### src/verilog/cc_consts.svh
// constants for the capture/compare value register block
`ifndef CC_CONSTS_SVH
`define CC_CONSTS_SVH
`define ADDR_W              8
`define DATA_W              16
`define CHAN_ONE_VALUE_OFS  8'h34
`define CHAN_TWO_VALUE_OFS  8'h38
`define CTRL_OFS            8'h50
`define STATUS_OFS          8'h54
`define CHAN_ONE_ACTIVE_OFS 8'h58
`define CHAN_TWO_ACTIVE_OFS 8'h5C
`define VALUE_RESET         16'h0000
`define CTRL_RESET          9'h000
`define READ_IDLE           16'h0000
`define DIR_OUTPUT          2'h0
`define STATUS_RSVD_W       12
`define CTRL_PAD_W          7
`endif

### src/verilog/cc_pkg.sv
// types shared by the capture/compare value register block
`include "cc_consts.svh"
package cc_pkg;

  typedef struct packed {
    logic       capture_enable;
    logic       preload_enable;
    logic [1:0] direction_select;
  } chan_cfg_t;

  typedef struct packed {
    logic      update_disable;
    chan_cfg_t chan_two;
    chan_cfg_t chan_one;
  } ctrl_t;

  typedef struct packed {
    logic [`DATA_W-1:0] value;
    logic [`DATA_W-1:0] active;
    logic               output_ref;
  } chan_state_t;

  typedef struct packed {
    logic [`STATUS_RSVD_W-1:0] reserved;
    logic                      chan_two_output;
    logic                      chan_one_output;
    logic                      chan_two_input;
    logic                      chan_one_input;
  } status_t;

  typedef enum logic [1:0] {
    MODE_OUTPUT = 2'h1,
    MODE_INPUT  = 2'h2
  } chan_mode_t;

  function automatic chan_mode_t mode_of(input logic [1:0] dir);
    if (dir == `DIR_OUTPUT) begin
      return MODE_OUTPUT;
    end
    return MODE_INPUT;
  endfunction

endpackage

### src/verilog/capture_compare_value_regs.sv
// capture/compare value registers of a two-channel timer
// How it works
// - preload off: channel one write reaches active compare at once
// - preload on: channel one active loads from preload on update
// - channel one active compared with counter drives output reference
// - input mode: channel one holds last captured counter, writes ignored
// - channel two: immediate or update-timed load per preload enable
// - channel two active compared with counter drives output reference
// - input mode: channel two holds last captured counter, writes ignored
// - values reset to zero, at offsets 0x34 and 0x38
// - 16-bit registers; reserved addresses hold nothing and read zero
// - direction select zero means output, nonzero means capture input
// - capture enable clear blocks every capture
// - update disable blocks update events; preloaded active values hold, while with preload off a write still reaches active
`timescale 1ns/1ps
`default_nettype none
`include "cc_consts.svh"
module capture_compare_value_regs
  import cc_pkg::*;
(
  input  wire logic               ref_clk,                // kernel clock
  input  wire logic               rst_n,                  // async reset
  input  wire logic [`ADDR_W-1:0] reg_addr,               // byte address
  input  wire logic [`DATA_W-1:0] reg_wdata,              // write data
  input  wire logic               reg_write,              // write strobe
  input  wire logic               reg_read,               // read strobe
  output logic      [`DATA_W-1:0] reg_rdata,              // read data +1
  input  wire logic [`DATA_W-1:0] timer_counter,          // counter value
  input  wire logic               update_request,         // raw update pulse
  input  wire logic               chan_one_capture_event, // capture pulse
  input  wire logic               chan_two_capture_event, // capture pulse
  output logic                    chan_one_output,        // match reference
  output logic                    chan_two_output         // match reference
);

  ctrl_t       ctrl;
  chan_state_t chan_one;
  chan_state_t chan_two;
  status_t     status;
  logic        update_event;
  logic        chan_one_write;
  logic        chan_two_write;
  logic        ctrl_write;

  assign update_event   = update_request && !ctrl.update_disable;
  assign chan_one_write = reg_write && (reg_addr == `CHAN_ONE_VALUE_OFS);
  assign chan_two_write = reg_write && (reg_addr == `CHAN_TWO_VALUE_OFS);
  assign ctrl_write     = reg_write && (reg_addr == `CTRL_OFS);

  cc_config u_config (
    .ref_clk (ref_clk),
    .rst_n   (rst_n),
    .wr_en   (ctrl_write),
    .wdata   (reg_wdata),
    .ctrl    (ctrl)
  );

  cc_channel u_chan_one (
    .ref_clk       (ref_clk),
    .rst_n         (rst_n),
    .cfg           (ctrl.chan_one),
    .value_write   (chan_one_write),
    .wdata         (reg_wdata),
    .update_event  (update_event),
    .capture_event (chan_one_capture_event),
    .timer_counter (timer_counter),
    .state         (chan_one)
  );

  cc_channel u_chan_two (
    .ref_clk       (ref_clk),
    .rst_n         (rst_n),
    .cfg           (ctrl.chan_two),
    .value_write   (chan_two_write),
    .wdata         (reg_wdata),
    .update_event  (update_event),
    .capture_event (chan_two_capture_event),
    .timer_counter (timer_counter),
    .state         (chan_two)
  );

  assign chan_one_output = chan_one.output_ref;
  assign chan_two_output = chan_two.output_ref;

  always_comb begin
    status                 = '0;
    status.chan_one_input  = mode_of(ctrl.chan_one.direction_select)
                             == MODE_INPUT;
    status.chan_two_input  = mode_of(ctrl.chan_two.direction_select)
                             == MODE_INPUT;
    status.chan_one_output = chan_one.output_ref;
    status.chan_two_output = chan_two.output_ref;
  end

  // read data stand only in the cycle after the read strobe
  always_ff @(posedge ref_clk or negedge rst_n) begin
    if (!rst_n) begin
      reg_rdata <= `READ_IDLE;
    end else if (!reg_read) begin
      reg_rdata <= `READ_IDLE;
    end else if (reg_addr == `CHAN_ONE_VALUE_OFS) begin
      reg_rdata <= chan_one.value;
    end else if (reg_addr == `CHAN_TWO_VALUE_OFS) begin
      reg_rdata <= chan_two.value;
    end else if (reg_addr == `CTRL_OFS) begin
      reg_rdata <= {{`CTRL_PAD_W{1'b0}}, ctrl};
    end else if (reg_addr == `STATUS_OFS) begin
      reg_rdata <= status;
    end else if (reg_addr == `CHAN_ONE_ACTIVE_OFS) begin
      reg_rdata <= chan_one.active;
    end else if (reg_addr == `CHAN_TWO_ACTIVE_OFS) begin
      reg_rdata <= chan_two.active;
    end else begin
      reg_rdata <= `READ_IDLE;
    end
  end

endmodule
`default_nettype wire

### src/verilog/cc_config.sv
// configuration register: direction, preload, capture enable, update disable
`timescale 1ns/1ps
`default_nettype none
`include "cc_consts.svh"
module cc_config
  import cc_pkg::*;
(
  input  wire logic               ref_clk,  // kernel clock
  input  wire logic               rst_n,    // async reset, active low
  input  wire logic               wr_en,    // write strobe for this register
  input  wire logic [`DATA_W-1:0] wdata,    // write data
  output var ctrl_t               ctrl      // stored configuration
);

  ctrl_t next_ctrl;

  always_comb begin
    next_ctrl = ctrl_t'(wdata[$bits(ctrl_t)-1:0]);
    // direction only changes while the channel is off
    if (ctrl.chan_one.capture_enable) begin
      next_ctrl.chan_one.direction_select = ctrl.chan_one.direction_select;
    end
    if (ctrl.chan_two.capture_enable) begin
      next_ctrl.chan_two.direction_select = ctrl.chan_two.direction_select;
    end
  end

  always_ff @(posedge ref_clk or negedge rst_n) begin
    if (!rst_n) begin
      ctrl <= ctrl_t'(`CTRL_RESET);
    end else if (wr_en) begin
      ctrl <= next_ctrl;
    end
  end

endmodule
`default_nettype wire

### src/verilog/cc_channel.sv
// one capture/compare channel: preload, active compare, capture, match
`timescale 1ns/1ps
`default_nettype none
`include "cc_consts.svh"
module cc_channel
  import cc_pkg::*;
(
  input  wire logic               ref_clk,       // kernel clock
  input  wire logic               rst_n,         // async reset, active low
  input  wire chan_cfg_t          cfg,           // channel configuration
  input  wire logic               value_write,   // software write to value
  input  wire logic [`DATA_W-1:0] wdata,         // write data
  input  wire logic               update_event,  // gated update event
  input  wire logic               capture_event, // filtered capture pulse
  input  wire logic [`DATA_W-1:0] timer_counter, // counter value
  output var chan_state_t         state          // value, active, match
);

  chan_mode_t         mode;
  logic [`DATA_W-1:0] value;
  logic [`DATA_W-1:0] active;
  logic               output_ref;

  assign mode  = mode_of(cfg.direction_select);
  // one driver per field, gathered into the carrier here
  assign state = {value, active, output_ref};

  // preload in output mode, captured counter in input mode
  always_ff @(posedge ref_clk or negedge rst_n) begin
    if (!rst_n) begin
      value <= `VALUE_RESET;
    end else if (mode == MODE_INPUT) begin
      if (capture_event && cfg.capture_enable) begin
        value <= timer_counter;
      end
    end else if (value_write) begin
      value <= wdata;
    end
  end

  // active compare register
  always_ff @(posedge ref_clk or negedge rst_n) begin
    if (!rst_n) begin
      active <= `VALUE_RESET;
    end else if (mode == MODE_OUTPUT) begin
      if (value_write && !cfg.preload_enable) begin
        active <= wdata;
      end else if (update_event && cfg.preload_enable) begin
        active <= value;
      end
    end
  end

  // registered match of counter against active value
  always_ff @(posedge ref_clk or negedge rst_n) begin
    if (!rst_n) begin
      output_ref <= 1'b0;
    end else begin
      output_ref <= (mode == MODE_OUTPUT) &&
                    (timer_counter == active);
    end
  end

endmodule
`default_nettype wire

### config.mk
export PLATFORM = sky130hd
export DESIGN_NAME = capture_compare_value_regs
export DESIGN_NICKNAME = d
export VERILOG_FILES = /design/src/verilog/cc_pkg.sv /design/src/verilog/capture_compare_value_regs.sv /design/src/verilog/cc_config.sv /design/src/verilog/cc_channel.sv
export VERILOG_INCLUDE_DIRS = /design/src /design/src/verilog
export SDC_FILE = /design/constraint.sdc
export NUM_CORES = 1
export LEC_CHECK = 0
export BUFFER_PORTS_ARGS = -buffer_cell sky130_fd_sc_hd__buf_2
export CORE_ASPECT_RATIO = 1.25
export CORE_MARGIN = 1
export CORE_UTILIZATION = 58
export DETAILED_ROUTE_END_ITERATION = 10
export PLACE_DENSITY = 0.8
export SLEW_MARGIN = 30
export SYNTH_ARGS = -nofsm -noshare
export SYNTH_HDL_FRONTEND = slang
export SYNTH_HIERARCHICAL = 1
export SYNTH_SLANG_ARGS = --single-unit
### constraint.sdc
create_clock -name ref_clk -period 1.85 [get_ports ref_clk]
set_input_delay 0.2775 -clock ref_clk [delete_from_list [all_inputs] [get_ports ref_clk]]
set_output_delay 0.2775 -clock ref_clk [all_outputs]
set_load 0.03 [all_outputs]
== Word-level counts from Yosys, hierarchy flattened ==
Index checks and enable logic that the tools add are counted.
Storage, ports and cells
  flip-flop bits (word level): 91
  input port bits: 47
  output and inout bits: 18
  word-level logic and storage cells: 80
Cells by class
  equal/unequal tests: 14
  mux-type cells: 23
  bitwise logic cells: 2
  reduce and logical (&&, ||, !) cells: 27
Operator list (count)
  $mux W16: 17
  $eq A16 B16 Y1: 2
  $eq A8 B7 Y1 const B: 4
  $eq A8 B6 Y1 const B: 2
  $logic_and A1 B1 Y1: 12
  $reduce_and A2 Y1: 6
  $mux W2: 4
  $reduce_bool A2 Y1: 4
  $eq A2 B1 Y1 const B: 2
  $eq A2 B2 Y1 const B: 2
  $logic_not A2 Y1: 2
  $ne A2 B1 Y1 const B: 2
  $logic_not A1 Y1: 3
  $mux W1: 2
  $not A1 Y1: 2

== Logic depth before layout (Yosys ltp) ==
  depth after elaboration: 9
  depth in mapped cells: 12
  depth with buffers taken out: 7

== By module ==
The synthesis kept the hierarchy.
Modules (own cells, without submodules)
  cc_channel: instances 2, cells an instance 167, area an instance 1722.9 um2, sequential area each 825.8 um2
  capture_compare_value_regs: instances 1, cells an instance 128, area an instance 1217.4 um2, sequential area each 400.4 um2
  cc_config: instances 1, cells an instance 21, area an instance 380.4 um2, sequential area each 225.2 um2

== Least setup slack after synthesis ==
Ideal clock, no wire load.
  path kind: input-to-reg
  from: input port reg_addr[7]
  to: register u_chan_one.active[10]
  library setup time: 0.119 ns
  arrival time: 1.986 ns
  required time: 1.731 ns
  slack: -0.255 ns
  stages: 11
  buffers on the path: 4
  cell sequence: nor4b_4 > and4b_1 > buf_4 > buf_8 > and2_1 > nand2b_1 > buf_6 > a211o_1 > buf_2 > nand2_1 > o21ai_2
On the way
  word-level cells in the longest chain between the ends: 5
  elaborated cells on any way between the ends: 6
  classes of those cells: 1 x eq/ne; 1 x mux; 4 x reduce/logical
Ends and longest elaborated chain
  from (decl): line capture_compare_value_regs.sv:23  | input wire logic [`ADDR_W-1:0] reg_addr,
  $eq A8 B6 Y1 (no source line) (*)
  $logic_and A1 B1 Y1 (*): line capture_compare_value_regs.sv:46  | assign chan_one_write = reg_write && (reg_addr == `CHAN_ONE_VALUE_OFS);
  via chan_one_write: line capture_compare_value_regs.sv:41  | logic chan_one_write;
  $logic_and A1 B1 Y1 (*): line cc_channel.sv:46  | if (value_write && !cfg.preload_enable) begin
  $reduce_bool A2 Y1 (no source line)
  $reduce_and A2 Y1 (no source line)
  to (signal assigned): line cc_channel.sv:44  | active <= `VALUE_RESET;
  to (signal assigned): line cc_channel.sv:47  | active <= wdata;
  to (signal assigned): line cc_channel.sv:49  | active <= value;
  to (decl): line cc_channel.sv:21  | logic [`DATA_W-1:0] active;
The timed path passes the listed nets; every way through them passes the cells marked *.
A chain may end at the register's enable or synchronous reset.

== Worst setup path after layout ==
  from: input port reg_addr[0]
  to: register u_chan_one.active[7]
The elaborated chain is that of the path after synthesis.

==> results_dict.tcl <==
set metrics [dict create \
    dpl_cell_area_mm2 0.00561 \
    postSynthAreaPerCell_um2 10.4 \
    synthToLayoutAreaGrowth_pct 15.0 \
    cp-startpoint "reg_addr[0]" \
    power_frac_seq_pct 52.8 \
    cp_slowest_cell "nor4b_4" \
    worstSetupPathType "in2reg" \
    post_drt_wl_per_cell_um 19.8 \
    cp_max_fo 26 \
    power_switching_mw 1.16 \
    yosysTopAreaCellShare_pct 45.2 \
    dieArea_mm2 0.00908 \
    fin_crit_ns 1.65 \
    gp_congestion 0.965 \
    power.leakage_nw 2.98 \
    path_clk_slew_ns 0.09 \
    final_nets 608 \
    final_cell_mix "dfrtp_1, nand2_1, mux2i_1" \
    synth_nets 530 \
    setup_viol 0 \
    finalMaxSlewViolations 0 \
    intPower_mw 2.99 \
    coreArea_mm2 0.00833 \
    fp.dieW_um 85.4 \
    cp_cell_sequence "buf_2 > nor4b_4 > and4b_1 > and2_4 > nand2b_1 > a211o_1 > buf_12 > nand2_1 > o21ai_1" \
    initial_core_util_pct 60.5 \
    num-fill-cells 620 \
    ant_nets 0 \
    ios 65 \
    min_from "reg_wdata[0]" \
    layout_commonest_cell "dfrtp_1" \
    end_kind "register" \
    synthTopCellsByArea "dfrtp_1, mux2i_1, nand2_1" \
    synth.yosys.seq_area_share_pct 45.2 \
    clk_latency_ns 0.37 \
    syn_inst 483 \
    hold_path.class "in2reg" \
    start_kind "input pin" \
    avgViaCountPerCell 6.05 \
    cts_buffers 9 \
    drt_iter0_drc 403 \
    n_antenna_cell 0 \
    cpPeakStageDelay_ns 0.38 \
    antenna_found_initial 0 \
    cts_max_path_buffers 2 \
    p_per_area_mw_per_mm2 716 \
    worst_pin_slew_ns 0.486 \
    slew_headroom_pct 67.6 \
    htreeDepth 3 \
    syn-cell-area_mm2 0.00504 \
    maxCapViolCount 0 \
    run_status "completed" \
    fin_crit_sh_pct 89.4 \
    clock_sinks 91 \
    worstPathArrival_ns 1.91 \
    ys_types 47 \
    grt_first_pass_wirelength_mm 21.0 \
    yosysWarnings 6 \
    ir_drop_mv 0.466 \
    seqCellArea_mm2 0.00228 \
    hold_slack_ns 0.205 \
    p_comb_share_pct 14.9 \
    swShare_pct 28.0 \
    fmax_mhz 604 \
    cts_resized 0 \
    numPortBuffers 64 \
    multi_input_area_mm2 0.00255 \
    post-route-drc-count 0 \
    drive_above_1_share_pct 25.6 \
    cts_root_buffer "clkbuf_8" \
    fp-row-count 37 \
    finClkSkew_ns 0.00942 \
    worst_r2r_startpoint "u_config/ctrl[8]" \
    finalWorstSetupSlack_ns 0.195 \
    place_ws_ns -0.170 \
    drtPass1Iterations 5 \
    rsz0062_at_grt "false" \
    grt_pass1_vias 4098 \
    tritoncts "built" \
    detail_route.wirelength_mm 13.2 \
    p_clk_share_pct 32.3 \
    overflow 0 \
    num_vias 4009 \
    required_ns 2.11 \
    synth_top_area_cell "dfrtp_1" \
    final_hold_viol_count 0 \
    dp_hpwl_mm 9.15 \
    dieHeight_um 106 \
    grt_max_degree 43 \
    ys_seq_elements 91 \
    gr-usage-all-layers_pct 30.9 \
    finalInstanceArea_mm2 0.00580 \
]
-- synth_stat cells, drive strengths merged --
cell	n
xnor2	32
and2	3
clkbuf	4
a21boi	12
nor4b	1
a22o	2
o21a	1
mux2i	77
and3	4
a211o	2
o21ai	72
nand4b	1
buf	28
a31oi	1
nand2	82
a2bb2oi	6
mux2	9
nor2b	7
nand4	6
and4b	1
o211a	2
dfrtp	91
or4	1
nor2	5
nor3	1
nand2b	3
nor4	2
mux4	1
nand3	7
a211oi	4
a21oi	8
a22oi	7
-- final timing paths --
kind | slack [ns] | endpoint | cells past startpoint
worst max-delay path | 0.20 | u_chan_one/active[7] | 9
worst min-delay path | 0.21 | u_config/ctrl[0] | 2
worst max register to register | 0.20 | u_chan_two/active[4] | 6
worst min register to register | 0.52 | u_chan_one/value[2] | 2
max in group asynchronous | 0.84 | u_chan_one/active[1] | 3
min in group asynchronous | 0.41 | reg_rdata[11] | 2
-- flip-flops by register name (all words and copies together), names as in the netlist --
signal,flops
reg_rdata,16
u_chan_one/active,16
u_chan_one/value,16
u_chan_two/active,16
u_chan_two/value,16
u_config/ctrl,9
u_chan_one/output_ref,1
u_chan_two/output_ref,1
-- layout make-up --
| cell class | count | share of cell area [%] |
|---|---|---|
| multi-input cells | 360 | 44.0 |
| flip-flops and latches | 91 | 39.2 |
| repair buffers | 99 | 11.4 |
| clock buffers | 11 | 2.26 |
| well taps | 97 | 2.09 |
| clock inverters | 5 | 0.927 |
-- metrics by stage --
step	utilization, %	power (mW)	setup TNS (ns)	cells
global placement	67.3	2.81	-2.36	646
finish	69.6	4.15	0	663
floorplan	-	2.56	-7.09	483
CTS	69.6	4.17	0	663
global route	69.6	4.31	0	663
detailed placement	67.3	2.84	-4.74	646
-- layer usage --
layer  vias to the layer above  track usage (%)  share of wire (%)
li1                       1861                -                  -
met1                      1950             39.9                 42
met2                       168             50.2                 49
met3                        30             4.04                5.8
met4                         0             17.0                3.4
met5                         -                0                  0
-- kinds of logic after synthesis --
group / after synthesis / share of synthesized area [%]
flip-flops: 91 / 45.2
XOR/XNOR: 32 / 5.56
buffers and inverters: 32 / 4.59
AND/OR/NAND/NOR: 124 / 12.2
AO/OA/AOI/OAI: 117 / 14.5
multiplexers: 87 / 18.0
-- worst max-delay path: cells and delay by family --
family                 cells  cell delay [ns]
and+or+nand+nor            5             0.95
AOI/OAI and AO/OA          2             0.37
buffers and inverters      2             0.30
-- power by group through the flow --
stage                     Combinational, mW  Sequential (mW)  Clock [mW]
after global routing                  0.675             2.20        1.44
after detailed placement              0.613             2.23           0
after CTS                             0.615             2.19        1.36
after floorplan                       0.354             2.20           0
after global placement                0.591             2.22           0
final                                 0.621             2.19        1.34
-- what timing repair did --
action | CTS | global route
hold buffers | 1 | 0
endpoints found under the hold margin | 35 | 0
setup buffers | 0 | 0
Power figures use the tool's default switching activity.
